$ cat config.mk
export PLATFORM = sky130hd
export DESIGN_NAME = dwss_slave
export DESIGN_NICKNAME = d
export VERILOG_FILES = /design/src/inc/dwss_pkg.sv /design/src/hw/dwss_slave.sv
export SDC_FILE = /design/constraint.sdc
export NUM_CORES = 1
export LEC_CHECK = 0
export BUFFER_PORTS_ARGS = -buffer_cell sky130_fd_sc_hd__clkbuf_2
export CAP_MARGIN = 20
export CORE_AREA = 4 4 207 209
export DETAILED_ROUTE_END_ITERATION = 8
export DIE_AREA = 0 0 211 213
export HOLD_SLACK_MARGIN = 0.06
export PLACE_DENSITY_LB_ADDON = 0.1
export SLEW_MARGIN = 15
export SYNTH_ARGS = -nofsm -noshare
export SYNTH_HDL_FRONTEND = slang
export SYNTH_SLANG_ARGS = --single-unit
$ cat constraint.sdc
create_clock -name clk -period 30.3 [get_ports clk]
set_input_delay 7.575 -clock clk [delete_from_list [all_inputs] [get_ports clk]]
set_output_delay 7.575 -clock clk [all_outputs]
set_load 0.1 [all_outputs]
$ cat src/inc/dwss_pkg.sv
package dwss_pkg;

	// -----------------------------------------------------------------
	// Serial framing
	// -----------------------------------------------------------------
	localparam logic [3:0] BYTE_BITS = 4'h8;
	localparam int         RW_BIT    = 0;
	localparam int         SEL_BIT   = 7;
	localparam int         SD_BIT    = 6;

	// -----------------------------------------------------------------
	// Wiper reset and tap layout
	// -----------------------------------------------------------------
	localparam logic [7:0]   MIDSCALE   = 8'h80;
	localparam logic [255:0] TAP_B_END  = 256'h1;

	// -----------------------------------------------------------------
	// Slave sequencer states
	// -----------------------------------------------------------------
	typedef enum logic [9:0] {
		S_IDLE      = 10'h001,
		S_ADDR      = 10'h002,
		S_ADDR_ACK  = 10'h004,
		S_INSTR     = 10'h008,
		S_INSTR_ACK = 10'h010,
		S_DATA      = 10'h020,
		S_DATA_ACK  = 10'h040,
		S_TX        = 10'h080,
		S_TX_ACK    = 10'h100,
		S_WAIT_STOP = 10'h200
	} dwss_state_type;

	// One-of-256 tap select for a wiper position
	function automatic logic [255:0] dwss_tap(input logic [7:0] pos);
		dwss_tap = TAP_B_END << pos;
	endfunction : dwss_tap

endpackage : dwss_pkg

$ cat src/hw/dwss_slave.sv
`timescale 1ns/100ps

// What this block does
// RULE_01: Nothing happens on the bus until a start condition is seen.
// RULE_02: Stop is data rising while clock high; it ends every operation.
// RULE_03: Master keeps data stable while clock is high during data bits.
// RULE_04: The receiver pulls data low in the ninth clock of each byte.
// RULE_05: Acknowledge a matching address byte, stay silent for any other.
// RULE_06: Once addressed for write, acknowledge every following byte.
// RULE_07: In read, send eight bits, release data, sample master ack.
// RULE_08: Without master ack, stop sending and wait for a stop.
// RULE_09: Master writes address, instruction, data, each acked, then stop.
// RULE_10: Write carries three bytes, read carries two.
// RULE_11: Top seven address bits identify device; last two follow straps.
// RULE_12: Address LSB high starts a read, low starts a write.
// RULE_13: Instruction MSB picks wiper one when low, wiper two when high.
// RULE_14: Shutdown bit opens terminal A, wiper to B, value kept.
// RULE_15: Shutdown low drives wiper from the stored register again.
// RULE_16: Writes during shutdown are stored and used after shutdown.
// RULE_17: The other six instruction bits are ignored.
// RULE_18: Read data starts right after the address acknowledge.
// RULE_19: Read returns the wiper chosen by the latest instruction byte.
// RULE_20: A write ending after instruction only changes the selection and shutdown bits.
// RULE_21: Two 8-bit wipers, each decoded to a one-of-256 tap select.
// RULE_22: Wipers are volatile and load midscale at power-up.
// RULE_23: Midscale value is hexadecimal 80.
// RULE_24: Read repeats the selected wiper while the master acknowledges.
module dwss_slave
	import dwss_pkg::*;
#(
	parameter logic [4:0] ID_PREFIX = 5'h15, // Arbitrary identifier value
	parameter logic       STRAP_EN  = 1'b1,
	parameter logic [1:0] ID_LOW    = 2'h0   // Arbitrary, used without straps
) (
	input  wire logic         clk,
	input  wire logic         rst,
	input  wire logic         scl_in,
	input  wire logic         sda_in,
	output logic              sda_out,
	output logic              sda_oe,
	input  wire logic         address_strap_high,
	input  wire logic         address_strap_low,
	output logic [7:0]        wiper_position_one,
	output logic [7:0]        wiper_position_two,
	output logic              channel_select_bit,
	output logic              shutdown_bit,
	output logic              terminal_a_open,
	output logic [255:0]      tap_select_one,
	output logic [255:0]      tap_select_two
);

	// -----------------------------------------------------------------
	// Pin synchronisers
	// -----------------------------------------------------------------
	logic [1:0] scl_sync_q;
	logic [1:0] sda_sync_q;
	logic [1:0] ahi_sync_q;
	logic [1:0] alo_sync_q;
	logic       scl_prev_q;
	logic       sda_prev_q;

	always_ff @(posedge clk or posedge rst) begin
		if (rst) begin
			scl_sync_q <= 2'h3;
			sda_sync_q <= 2'h3;
			ahi_sync_q <= 2'h0;
			alo_sync_q <= 2'h0;
			scl_prev_q <= 1'b1;
			sda_prev_q <= 1'b1;
		end else begin
			scl_sync_q <= {scl_sync_q[0], scl_in};
			sda_sync_q <= {sda_sync_q[0], sda_in};
			ahi_sync_q <= {ahi_sync_q[0], address_strap_high};
			alo_sync_q <= {alo_sync_q[0], address_strap_low};
			scl_prev_q <= scl_sync_q[1];
			sda_prev_q <= sda_sync_q[1];
		end
	end

	wire scl_s = scl_sync_q[1];
	wire sda_s = sda_sync_q[1];

	// Any data change while clock is high is framing, never data
	wire scl_high  = scl_s & scl_prev_q;
	wire start_det = scl_high & sda_prev_q & ~sda_s;     // RULE_01 RULE_03
	wire stop_det  = scl_high & ~sda_prev_q & sda_s;     // RULE_02 RULE_03
	wire scl_rise  = scl_s & ~scl_prev_q;
	wire scl_fall  = ~scl_s & scl_prev_q;
	wire framing   = start_det | stop_det;

	// -----------------------------------------------------------------
	// Sequencer registers
	// -----------------------------------------------------------------
	dwss_state_type state_q;
	dwss_state_type state_d;
	logic [3:0]     cnt_q;
	logic [3:0]     cnt_d;
	logic [7:0]     shift_q;
	logic [7:0]     shift_d;
	logic           oe_q;
	logic           oe_d;
	logic           rw_q;
	logic           rw_d;
	logic           mack_q;
	logic           mack_d;
	logic           sel_q;
	logic           sel_d;
	logic           sd_q;
	logic           sd_d;
	logic [7:0]     w1_q;
	logic [7:0]     w2_q;
	logic [255:0]   tap1_q;
	logic [255:0]   tap2_q;

	// -----------------------------------------------------------------
	// Decode
	// -----------------------------------------------------------------
	wire [1:0] id_low   = STRAP_EN ? {ahi_sync_q[1], alo_sync_q[1]} : ID_LOW;
	wire [6:0] dev_id   = {ID_PREFIX, id_low};                  // RULE_11
	wire       addr_hit = (shift_q[7:1] == dev_id);             // RULE_05
	wire       byte_end = scl_fall & (cnt_q == BYTE_BITS) & ~framing;
	wire       wr_one   = (state_q == S_DATA) & byte_end & ~sel_q;
	wire       wr_two   = (state_q == S_DATA) & byte_end & sel_q;
	wire [7:0] rd_val   = sel_q ? w2_q : w1_q;                  // RULE_19

	// -----------------------------------------------------------------
	// Next state
	// -----------------------------------------------------------------
	always_comb begin
		state_d = state_q;
		cnt_d   = cnt_q;
		shift_d = shift_q;
		oe_d    = oe_q;
		rw_d    = rw_q;
		mack_d  = mack_q;
		sel_d   = sel_q;
		sd_d    = sd_q;
		if (start_det) begin
			state_d = S_ADDR;
			cnt_d   = 4'h0;
			oe_d    = 1'b0;
		end else if (stop_det) begin
			state_d = S_IDLE;
			oe_d    = 1'b0;
		end else begin
			unique case (state_q)
				S_IDLE, S_WAIT_STOP: begin
				end
				S_ADDR, S_INSTR, S_DATA: begin
					if (scl_rise && cnt_q != BYTE_BITS) begin
						shift_d = {shift_q[6:0], sda_s};
						cnt_d   = cnt_q + 4'h1;
					end else if (byte_end) begin
						oe_d = 1'b1;                                  // RULE_04
						if (state_q == S_ADDR) begin
							rw_d    = shift_q[RW_BIT];                    // RULE_12
							state_d = addr_hit ? S_ADDR_ACK : S_WAIT_STOP;
							oe_d    = addr_hit;                           // RULE_05
						end else if (state_q == S_INSTR) begin
							// Low six bits are don't care
							sel_d   = shift_q[SEL_BIT];               // RULE_13 RULE_17
							sd_d    = shift_q[SD_BIT];                // RULE_14 RULE_20
							state_d = S_INSTR_ACK;
						end else begin
							state_d = S_DATA_ACK;                 // RULE_06 RULE_10
						end
					end
				end
				S_ADDR_ACK: begin
					if (scl_fall) begin
						cnt_d = 4'h0;
						if (rw_q) begin
							state_d = S_TX;                               // RULE_18
							shift_d = rd_val;
							oe_d    = ~rd_val[7];
						end else begin
							state_d = S_INSTR;
							oe_d    = 1'b0;
						end
					end
				end
				S_INSTR_ACK, S_DATA_ACK: begin
					if (scl_fall) begin
						// Extra bytes are acked and overwrite the wiper
						state_d = S_DATA;                                 // RULE_06
						cnt_d   = 4'h0;
						oe_d    = 1'b0;
					end
				end
				S_TX: begin
					if (scl_rise && cnt_q != BYTE_BITS) begin
						cnt_d = cnt_q + 4'h1;
					end else if (scl_fall) begin
						if (cnt_q == BYTE_BITS) begin
							state_d = S_TX_ACK;                           // RULE_07
							oe_d    = 1'b0;
						end else begin
							shift_d = {shift_q[6:0], 1'b0};
							oe_d    = ~shift_q[6];
						end
					end
				end
				S_TX_ACK: begin
					if (scl_rise) begin
						mack_d = ~sda_s;                                  // RULE_07
					end else if (scl_fall) begin
						cnt_d = 4'h0;
						if (mack_q) begin
							state_d = S_TX;                               // RULE_24
							shift_d = rd_val;
							oe_d    = ~rd_val[7];
						end else begin
							state_d = S_WAIT_STOP;                        // RULE_08
						end
					end
				end
			endcase
		end
	end

	// -----------------------------------------------------------------
	// Sequencer flops
	// -----------------------------------------------------------------
	always_ff @(posedge clk or posedge rst) begin
		if (rst) begin
			state_q <= S_IDLE;                                        // RULE_01
			cnt_q   <= 4'h0;
			shift_q <= 8'h00;
			oe_q    <= 1'b0;
			rw_q    <= 1'b0;
			mack_q  <= 1'b0;
			sel_q   <= 1'b0;
			sd_q    <= 1'b0;
		end else begin
			state_q <= state_d;
			cnt_q   <= cnt_d;
			shift_q <= shift_d;
			oe_q    <= oe_d;
			rw_q    <= rw_d;
			mack_q  <= mack_d;
			sel_q   <= sel_d;
			sd_q    <= sd_d;
		end
	end

	// -----------------------------------------------------------------
	// Wiper registers and tap decode
	// -----------------------------------------------------------------
	// Stored value is untouched by shutdown; only the tap output changes
	always_ff @(posedge clk or posedge rst) begin
		if (rst) begin
			w1_q   <= MIDSCALE;                                       // RULE_22 RULE_23
			w2_q   <= MIDSCALE;                                       // RULE_22 RULE_23
			tap1_q <= dwss_tap(MIDSCALE);
			tap2_q <= dwss_tap(MIDSCALE);
		end else begin
			if (wr_one)
				w1_q <= shift_q;                                      // RULE_16
			if (wr_two)
				w2_q <= shift_q;                                      // RULE_16
			tap1_q <= sd_q ? TAP_B_END : dwss_tap(w1_q);              // RULE_14 RULE_15 RULE_21
			tap2_q <= sd_q ? TAP_B_END : dwss_tap(w2_q);              // RULE_14 RULE_15 RULE_21
		end
	end

	assign sda_out            = 1'b0;
	assign sda_oe             = oe_q;
	assign wiper_position_one = w1_q;
	assign wiper_position_two = w2_q;
	assign channel_select_bit = sel_q;
	assign shutdown_bit       = sd_q;
	assign terminal_a_open    = sd_q;                                 // RULE_14
	assign tap_select_one     = tap1_q;
	assign tap_select_two     = tap2_q;
endmodule : dwss_slave

# --- Yosys cells after proc, flatten, opt, wreduce, memory -nomap -nowiden ---
# Index checks and enable logic that the tools add are counted.
# W data, S select, Z words.
word_totals:
  register_bits: 565
  in_bits: 6
  out_inout_bits: 533
  wordCells: 145
classes:
  n_addsub: 1
  n_eq_ne: 33
  shifts: 2
  muxes: 51
  n_bitwise: 25
  n_reduce_logical: 15
op_table:
  columns: ["op", "count"]
  rows:
  - ["$mux W256", 2]
  - ["$shl A1 B8 Y256 const A", 2]
  - ["$mux W10", 14]
  - ["$mux W8", 11]
  - ["$pmux W10 S5", 1]
  - ["$ne A4 B4 Y1 const B", 11]
  - ["$pmux W8 S4", 1]
  - ["$mux W4", 5]
  - ["$ne A2 B2 Y1 const B", 10]
  - ["$reduce_and A10 Y1", 2]
  - ["$mux W1", 14]
  - ["$and A1 B1 Y1", 12]
  - ["$not A1 Y1", 12]
  - ["$pmux W4 S3", 1]
  - ["$reduce_and A12 Y1", 1]
  - ["$eq A10 B2 Y1 const B", 1]
  - ["$eq A10 B3 Y1 const B", 1]
  - ["$eq A10 B4 Y1 const B", 1]
  - ["$eq A10 B5 Y1 const B", 1]
  - ["$eq A10 B6 Y1 const B", 1]
  - ["$eq A10 B7 Y1 const B", 1]
  - ["$eq A10 B8 Y1 const B", 1]
  - ["$eq A10 B9 Y1 const B", 1]
  - ["$reduce_and A4 Y1", 2]
  - ["other kinds (16)", 18]

# --- Logic depth before layout (Yosys ltp) ---
# Gate-level depths: netlist of the first run.
logic_depth:
  ltp_word: 11
  ltp_mapped: 9
  ltp_nobuf: 8

# --- Least setup slack after synthesis of the first run ---
# No wires, ideal clock.
synth_path:
  path_kind: "register -> output"
  start: "register sd_q (netlist: shutdown_bit)"
  end: "output port terminal_a_open"
  t_arrival_ns: 1.392
  t_required_ns: 22.725
  path_slack_ns: 21.333
  path_stages_with_launch: 2
  path_buffers: 1
  path_cell_list: "dfrtp_1 -> buf_4"
synth_lines:
  columns: ["item", "line", "source"]
  rows:
  - ["start, declared", "dwss_slave.sv:108", "logic sd_q;"]
  - ["start signal, assigned", "dwss_slave.sv:233", "sd_q <= 1'b0;"]
  - ["start signal, assigned", "dwss_slave.sv:242", "sd_q <= sd_d;"]
  - ["end, declared", "dwss_slave.sv:47", "output logic terminal_a_open,"]
# No word-level cell between the ends.

# --- Worst setup path after layout of the first run ---
layout_path:
  start: "register sel_q (netlist: channel_select_bit)"
  end: "output port channel_select_bit"
layout_lines:
  columns: ["item", "line", "source"]
  rows:
  - ["start, declared", "dwss_slave.sv:106", "logic sel_q;"]
  - ["start signal, assigned", "dwss_slave.sv:241", "sel_q <= sel_d;"]
  - ["end, declared", "dwss_slave.sv:45", "output logic channel_select_bit,"]
# No word-level cell between the ends.

==> metrics.csv, run 1 <==
stage,metric,value,unit
synthesis,Seq cells post-synth,565,
status,status,"finished, final reports clean",
drt,# DRC,0,
cts,clk slew on worst S/H paths,0.06,ns
synthesis,Synth Area in Adders,0.135,%
drt,initial drt markers,877,
synthesis,Post-Syn Instances,1514,
global_route,vias in the first global route,13300,
cts,H-tree depth,2,
setup_path,Crit path largest cell delay,0.70,ns
setup_path,crit start category,flop,
synthesis,synthesized area per cell,12.2,um^2
synthesis,Ys Warns,0,
cells_and_area,Fill cells,3501,
timing,Max-slew headroom,30.3,%
drt,WL final,60.1,mm
place,HPWL after detailed placement,43.6,mm
synthesis,Post-synth ARST share,100,%
flow_run,Max-Cap Viols,0,
setup_path,"Buf+Inv Stages, Crit Path",1,
synthesis,largest area contributor in the netlist,dfrtp_1,
cts,Max clock buf depth,3,
timing,Setup WS post-layout,20.86,ns
timing,clk_skew,0.0174,ns
place,DP Area,0.0216,mm^2
die,# IOs,539,
cts,CTS root buf,clkbuf_16,
synthesis,simple-gate portion of the synthesized area,16.9,%
die,Die X,211,um
timing,Max Fclk,106,MHz
synthesis,"Seq/Total Area, Yosys",76.6,%
synthesis,Compound-Gate Fraction of Synth Area,1.98,%
cts,total setup buffers inserted after CTS,0,
cts,Worst-Skew Late Latency,0.60,ns
cells_and_area,area of the multi-input gates,0.00396,mm^2
synthesis,syn_nets,1522,
synthesis,Post-synth top flop,dfrtp_1,
synthesis,"Cell Area, Synth",0.0185,mm^2
timing,TNS Setup,0,ns
place,GPL Wtd Cong,0.847,
cells_and_area,Layout area overhead,27.2,%
cells_and_area,storage element area,0.0142,mm^2
cts,total CTS buffers,54,
global_route,largest net degree at the start of global routing,104,
cts,number of cells upsized or downsized after cts,0,
cts,CTS tree,yes,
global_route,Total GRT Usage,26.3,%
drt,drt first pass iters,5,
cells_and_area,Antenna diodes,0,
worst_hold_path,worst min path class,reg -> reg,
global_route,first-pass GRT wire length,87.8,mm
power,Pleak,12.3,nW
drt,"antenna viol nets, final",0,
synthesis,share of the synthesized area in the top cell type,75.0,%
setup_path,critical path class,reg -> out,
timing,RSZ-0062 raised after global routing,no,
power,maximum VDD drop,0.0410,mV
die,die height,213,um
drt,vias per inst,5.01,
global_route,grt ovf,0,
synthesis,top post-synthesis cells by area,"dfrtp_1 75%, nor2_1 11%, nand2_1 2.1%",
global_route,initial antenna violation count,0,
setup_path,CP endpoint kind,output port,
setup_path,CP arrival,1.86,ns
cts,Post-CTS Hold Fix Bufs,0,
synthesis,number of synthesized flops with an enable pin,0,
cells_and_area,Final nets,2046,
setup_path,CP cell instances,clkbuf_2,
setup_path,critical path data required time,22.73,ns
timing,Final Hold Viols,0,
die,Std-Cell Rows,74,
cells_and_area,share of layout cells above drive strength 1,33.0,%
synthesis,post-synthesis xor/xnor area fraction,0.379,%
timing,fin crit share,31.1,%
cells_and_area,Finished Cell Area,0.0235,mm^2
setup_path,crit path max-delay cell type,dfrtp_1,
cts,Sink Count,565,
die,Die Area,0.0449,mm^2
synthesis,Unique masters post-synth,55,
setup_path,Worst path top cell family by delay,flip-flops,
synthesis,post-synthesis mux area share,2.07,%
timing,Final min period,9.44,ns
timing,Worst-Margin Slew,1.04,ns
timing,Final Max Slew Viols,0,
setup_path,CP max FO,12,
drt,WL per Instance,23.0,um
power,PD cells,66.7,mW/mm^2
place,pre-CTS setup slack,20.08,ns
drt,via count of the routed design,13100,
synthesis,largest family of logic cells by synthesized area,simple AND/OR/NAND/NOR gates,
die,Core Region,0.0408,mm^2
timing,final number of setup-violating endpoints,0,
place,Port Buffers,537,
die,Starting Density,45.3,%
state kept, by name (all words and copies together) (netlist names), 2 cells and up:
name,flops
tap_select_one,256
tap_select_two,256
state_q,10
shift_q,8
wiper_position_one,8
wiper_position_two,8
cnt_q,4
ahi_sync_q,2
alo_sync_q,2
scl_sync_q,2
sda_sync_q,2
worst paths after layout:
path                               startpoint             endpoint  slack, ns  depth (start not counted)
setup / recovery           channel_select_bit   channel_select_bit      20.86                          1
hold / removal                  alo_sync_q[0]        alo_sync_q[1]       0.35                          0
setup reg to reg                   state_q[5]           state_q[3]      26.95                          6
hold reg to reg                 alo_sync_q[0]        alo_sync_q[1]       0.35                          0
max in group asynchronous                 rst  tap_select_two[245]      20.90                          4
min in group asynchronous                 rst   tap_select_two[31]       7.10                          2
metal layers:
metal  GRT usage [%]  vias up  share of wire (%)
met5               0        -                  0
met2            43.1      528                 50
li1                -     5814                  -
met4            10.1        0                3.7
met3            6.36      101                7.4
met1            34.4     6664                 39
through the flow:
stage / std cells / power (mW) / hold WS [ns] / util [%]
after floorplan: 1514 / 0.862 / 0.331 / -
after global placement: 2512 / 0.881 / 0.337 / 52.9
after detailed placement: 2512 / 0.884 / 0.342 / 52.9
after CTS: 2613 / 1.58 / 0.355 / 57.4
after global routing: 2615 / 1.63 / 0.358 / 57.6
final: 2615 / 1.57 / 0.354 / 57.6
power breakdown:
| part | internal, mW | total, mW | leakage [nW] | switching (mW) |
|---|---|---|---|---|
| Sequential | 0.764 | 0.776 | 7.83 | 0.0127 |
| Clock | 0.410 | 0.697 | 0.914 | 0.286 |
| Combinational | 0.0339 | 0.0941 | 3.57 | 0.0602 |
cell families (layout without fill, tap and decap cells):
logic type               after synthesis  after routing
AND/OR/NAND/NOR                      755            755
flip-flops                           565            565
buffers and inverters                 93            662
AO/OA/AOI/OAI                         55             55
multiplexers                          35             35
XOR/XNOR                               8              8
adder cells (fa/ha/maj)                2              2
other                                  1              1
synthesized netlist by cell type, types with 3 or more instances:
cell and instances:
dfrtp_1 554, nor2_1 539, nand2_1 103, clkbuf_1 72, mux2_2 26, nand3_1 21
o21ai_0 20, nor3_1 19, nor2b_1 14, a21oi_1 13, inv_1 12, dfstp_2 11
mux2i_1 9, nand2b_1 9, and2_1 7, nor4_1 7, or3_1 7, nand4_1 5
or2_2 5, buf_2 4, xnor2_1 4, xor2_1 4, a21o_1 3, and3b_1 3
buf_4 3, or4_1 3
cells in the final DEF, fill, tap and decap left out, drive strengths merged, types with 5 or more instances in the layout:
cell type / Yosys / final
nand2b: 9 / 9
clkbuf: 72 / 614
bufinv: 0 / 6
nor2: 539 / 539
nor3: 19 / 19
o21ai: 20 / 20
dfstp: 11 / 11
nor4: 7 / 7
nand2: 103 / 103
nand3: 21 / 21
buf: 9 / 12
inv: 12 / 14
nand4: 6 / 6
and2: 7 / 7
mux2i: 9 / 9
or2: 5 / 5
or3: 7 / 7
a21oi: 13 / 13
nor2b: 14 / 14
clkinv: 0 / 13
mux2: 26 / 26
dfrtp: 554 / 554
final cells by class:
class                           count  share of cell area, %
Inverter                           12                  0.224
Clock buffer                       77                   6.63
Tap cell                          532                   2.83
Clock inverter                     24                   1.26
Timing Repair Buffer              549                   12.0
Sequential cell                   565                   60.2
Multi-Input combinational cell    856                   16.9
No activity file was read; power rests on OpenSTA's default activity.
==> run 2: changes to the inputs <==
--- a/config.mk
+++ b/config.mk
@@ -5,11 +5,12 @@
 export SDC_FILE = /design/constraint.sdc
 export NUM_CORES = 1
 export LEC_CHECK = 0
+export ABC_AREA = 1
 export BUFFER_PORTS_ARGS = -buffer_cell sky130_fd_sc_hd__clkbuf_2
 export CAP_MARGIN = 20
-export CORE_AREA = 4 4 207 209
+export CORE_MARGIN = 4
+export CORE_UTILIZATION = 47
 export DETAILED_ROUTE_END_ITERATION = 8
-export DIE_AREA = 0 0 211 213
 export HOLD_SLACK_MARGIN = 0.06
 export PLACE_DENSITY_LB_ADDON = 0.1
 export SLEW_MARGIN = 15
==> constraint.sdc (replaced) <==
create_clock -name clk -period 8 [get_ports clk]
set_input_delay 2 -clock clk [delete_from_list [all_inputs] [get_ports clk]]
set_output_delay 2 -clock clk [all_outputs]
set_load 0.1 [all_outputs]
==> run 2 against run 1 <==
- register-to-register slack got worse by 21 ns
- via count rose by 24%
- sequential share of layout area fell by 3.7 points
- critical path depth rose by 1
- wire length rose by 15%
- largest cell class unchanged
==> metrics.csv, run 2 <==
stage,metric,value,unit,change
status,status,"finished, final reports clean",,unchanged
cts,Sink Count,565,,unchanged
setup_path,CP startpoint,wiper_position_one[6],,was channel_select_bit
cts,Worst-Skew Late Latency,0.61,ns,was 0.60 ns
die,# IOs,539,,unchanged
timing,Max-slew headroom,20.3,%,was 30.3%
timing,Worst-Margin Slew,1.19,ns,was 1.04 ns
synthesis,synth cell count leaders,"576 x nor2_1, 554 x dfrtp_1, 194 x nand4_1",,"was 554 x dfrtp_1, 539 x nor2_1, 103 x nand2_1"
cells_and_area,Final nets,2393,,"was 2,046"
cells_and_area,Antenna diodes,0,,unchanged
setup_path,Crit path largest cell delay,0.59,ns,was 0.70 ns
cts,H-tree depth,2,,unchanged
setup_path,crit path capture,wiper_position_one[6],,was channel_select_bit
global_route,largest net degree at the start of global routing,174,,was 104
die,Die X,215,um,was 211 um
cts,Post-CTS Hold Fix Bufs,0,,unchanged
cells_and_area,Finished Cell Area,0.0251,mm^2,was 0.0235 mm^2
drt,vias per inst,5.46,,was 5.01
place,Inst Count DP,2864,,"was 2,512"
power,PD cells,235,mW/mm^2,was 66.7 mW/mm^2
setup_path,Worst path top cell family by delay,buffers and inverters,,was flip-flops
cts,Max clock buf depth,3,,unchanged
cells_and_area,share of layout cells above drive strength 1,29.4,%,was 33.0%
setup_path,R2R Setup Slk,5.48,ns,was 26.95 ns
setup_path,CP endpoint kind,output port,,unchanged
cts,total setup buffers inserted after CTS,0,,unchanged
synthesis,Seq cells post-synth,565,,unchanged
synthesis,"Seq/Total Area, Yosys",70.4,%,was 76.6%
cts,total CTS buffers,56,,was 54
cells_and_area,"commonest cells after routing, fill and taps aside","576 x nor2_1, 548 x dfrtp_1, 537 x clkbuf_2",,"was 554 x dfrtp_1, 539 x nor2_1, 537 x clkbuf_2"
setup_path,R2R cell count,6,,unchanged
drt,WL per Instance,23.3,um,was 23.0 um
power,Pleak,13.6,nW,was 12.3 nW
place,DP Area,0.0232,mm^2,was 0.0216 mm^2
cts,CTS root buf,clkbuf_16,,unchanged
timing,TNS Setup,0,ns,unchanged
die,die height,215,um,was 213 um
synthesis,most common cell in the synthesized netlist,nor2_1,,was dfrtp_1
place,GPL Wtd Cong,0.888,,was 0.847
power,maximum VDD drop,0.172,mV,was 0.0410 mV
place,HPWL after detailed placement,47.2,mm,was 43.6 mm
synthesis,"Cell Area, Synth",0.0201,mm^2,was 0.0185 mm^2
synthesis,Post-synth top flop,dfrtp_1,,unchanged
setup_path,CP cell instances,buf_4 -> clkbuf_2,,was clkbuf_2
timing,Final Max Slew Viols,0,,unchanged
die,Starting Density,47.7,%,was 45.3%
die,Die Area,0.0462,mm^2,was 0.0449 mm^2
timing,clk_skew,0.0211,ns,was 0.0174 ns
cts,clk slew on worst S/H paths,0.06,ns,about the same
setup_path,CP max FO,69,,was 12
timing,RSZ-0062 raised after global routing,no,,unchanged
setup_path,crit path max-delay cell type,clkbuf_2,,was dfrtp_1
die,Core Region,0.0421,mm^2,was 0.0408 mm^2
drt,WL final,69.3,mm,was 60.1 mm
synthesis,Unique masters post-synth,35,,was 55
synthesis,Ys Warns,0,,unchanged
synthesis,top post-synthesis cells by area,"dfrtp_1 69%, nor2_1 11%, nand4_1 6.0%",,"was dfrtp_1 75%, nor2_1 11%, nand2_1 2.1%"
synthesis,syn_nets,1908,,"was 1,522"
setup_path,RR Startpoint,wiper_position_two[4],,was state_q[5]
setup_path,critical path class,reg -> out,,unchanged
cts,number of cells upsized or downsized after cts,0,,unchanged
synthesis,number of synthesized flops with an enable pin,0,,unchanged
setup_path,CP Depth,2,,was 1
place,Port Buffers,537,,unchanged
timing,final number of setup-violating endpoints,0,,unchanged
global_route,Total GRT Usage,29.5,%,was 26.3%
timing,Final min period,4.16,ns,
setup_path,Reg2Reg Capture Point,tap_select_two[244],,was state_q[3]
drt,drt first pass iters,5,,unchanged
power,Tot Pwr,5.89,mW,was 1.57 mW
setup_path,critical path data required time,6.00,ns,was 22.73 ns
drt,initial drt markers,1727,,was 877
synthesis,largest area contributor in the netlist,dfrtp_1,,unchanged
global_route,initial antenna violation count,0,,unchanged
setup_path,"Buf+Inv Stages, Crit Path",2,,was 1
global_route,grt ovf,0,,unchanged
synthesis,Post-synth ARST share,100,%,unchanged
worst_hold_path,worst min path class,reg -> reg,,unchanged
die,Std-Cell Rows,75,,was 74
timing,fin crit share,52.0,%,
cells_and_area,"most common cell after layout, fill and taps aside",nor2_1,,was dfrtp_1
drt,"antenna viol nets, final",0,,unchanged
global_route,vias in the first global route,15900,,"was 13,300"
flow_run,Max-Cap Viols,0,,unchanged
synthesis,share of the synthesized area in the top cell type,68.9,%,was 75.0%
drt,via count of the routed design,16200,,"was 13,100"
cells_and_area,Layout area overhead,24.6,%,was 27.2%
cts,CTS tree,yes,,unchanged
timing,Max Fclk,240,MHz,
synthesis,synthesized area per cell,10.6,um^2,was 12.2 um^2
cells_and_area,Util after Layout,59.5,%,was 57.6%
worst_hold_path,hold path startpoint,alo_sync_q[0],,unchanged
timing,Final Hold Viols,0,,unchanged
setup_path,CP arrival,2.16,ns,was 1.86 ns
drt,# DRC,0,,unchanged
synthesis,Post-Syn Instances,1900,,"was 1,514"
setup_path,crit start category,flop,,unchanged
cells_and_area,Non-Filler Instances,2969,,"was 2,615"
global_route,first-pass GRT wire length,104,mm,was 87.8 mm
==> run 2: kinds of logic after synthesis <==
logic type,share of synthesized area [%]
other,0.0186
AOI/OAI and AO/OA,1.57
DFF,70.4
and+or+nand+nor,23.5
xor gates and xnor gates,0.131
buffers and inverters,4.25
adders and majority gates,0.124
==> run 2: metal layers <==
layer / part of all wire, % / track usage [%] / vias up
met5: 0 / 0 / -
met4: 4.2 / 10.7 / 0
met3: 8.5 / 7.56 / 137
met2: 48 / 47.2 / 762
met1: 40 / 39.6 / 8158
li1: - / - / 7153
==> run 2: stage by stage <==
step / setup WS (ns) / hold WS (ns)
6_report: 3.84 / 0.347
3_5_place_dp: 4.02 / 0.335
2_1_floorplan: -1.68 / 0.331
5_1_grt: 3.75 / 0.356
4_1_cts: 3.83 / 0.349
3_3_place_gp: 4.09 / 0.335
==> run 2: layout make-up <==
cell class	instances	area, um^2
clock inverter	18	161
sequential	565	14200
multi-input combinational	1116	5130
clock buffer	85	1650
inverter	74	283
tap	539	674
fill	3489	17100
timing repair buffer	572	3000
==> run 2: report_power, final <==
group / switching (mW) / internal [mW] / total, mW
clock network: 1.09 / 1.49 / 2.58
registers: 0.0255 / 2.89 / 2.92
logic: 0.291 / 0.101 / 0.391
total: 1.41 / 4.48 / 5.89
==> run 2: worst reg2reg max path, stage by stage, from the launching register on <==
cell	delay (ns)
dfrtp_2	0.35
buf_4	0.51
clkinv_1	0.15
buf_4	0.34
nor2_1	0.64
nand3_1	0.28
nor2_1	0.18
==> run 2: how the worst min path moves through the flow <==
stage,end,cells past startpoint
6_report,alo_sync_q[1],0
5_1_grt,alo_sync_q[1],0
4_1_cts,alo_sync_q[1],0
3_5_place_dp,alo_sync_q[1],0
3_3_place_gp,alo_sync_q[1],0
2_1_floorplan,ahi_sync_q[1],0
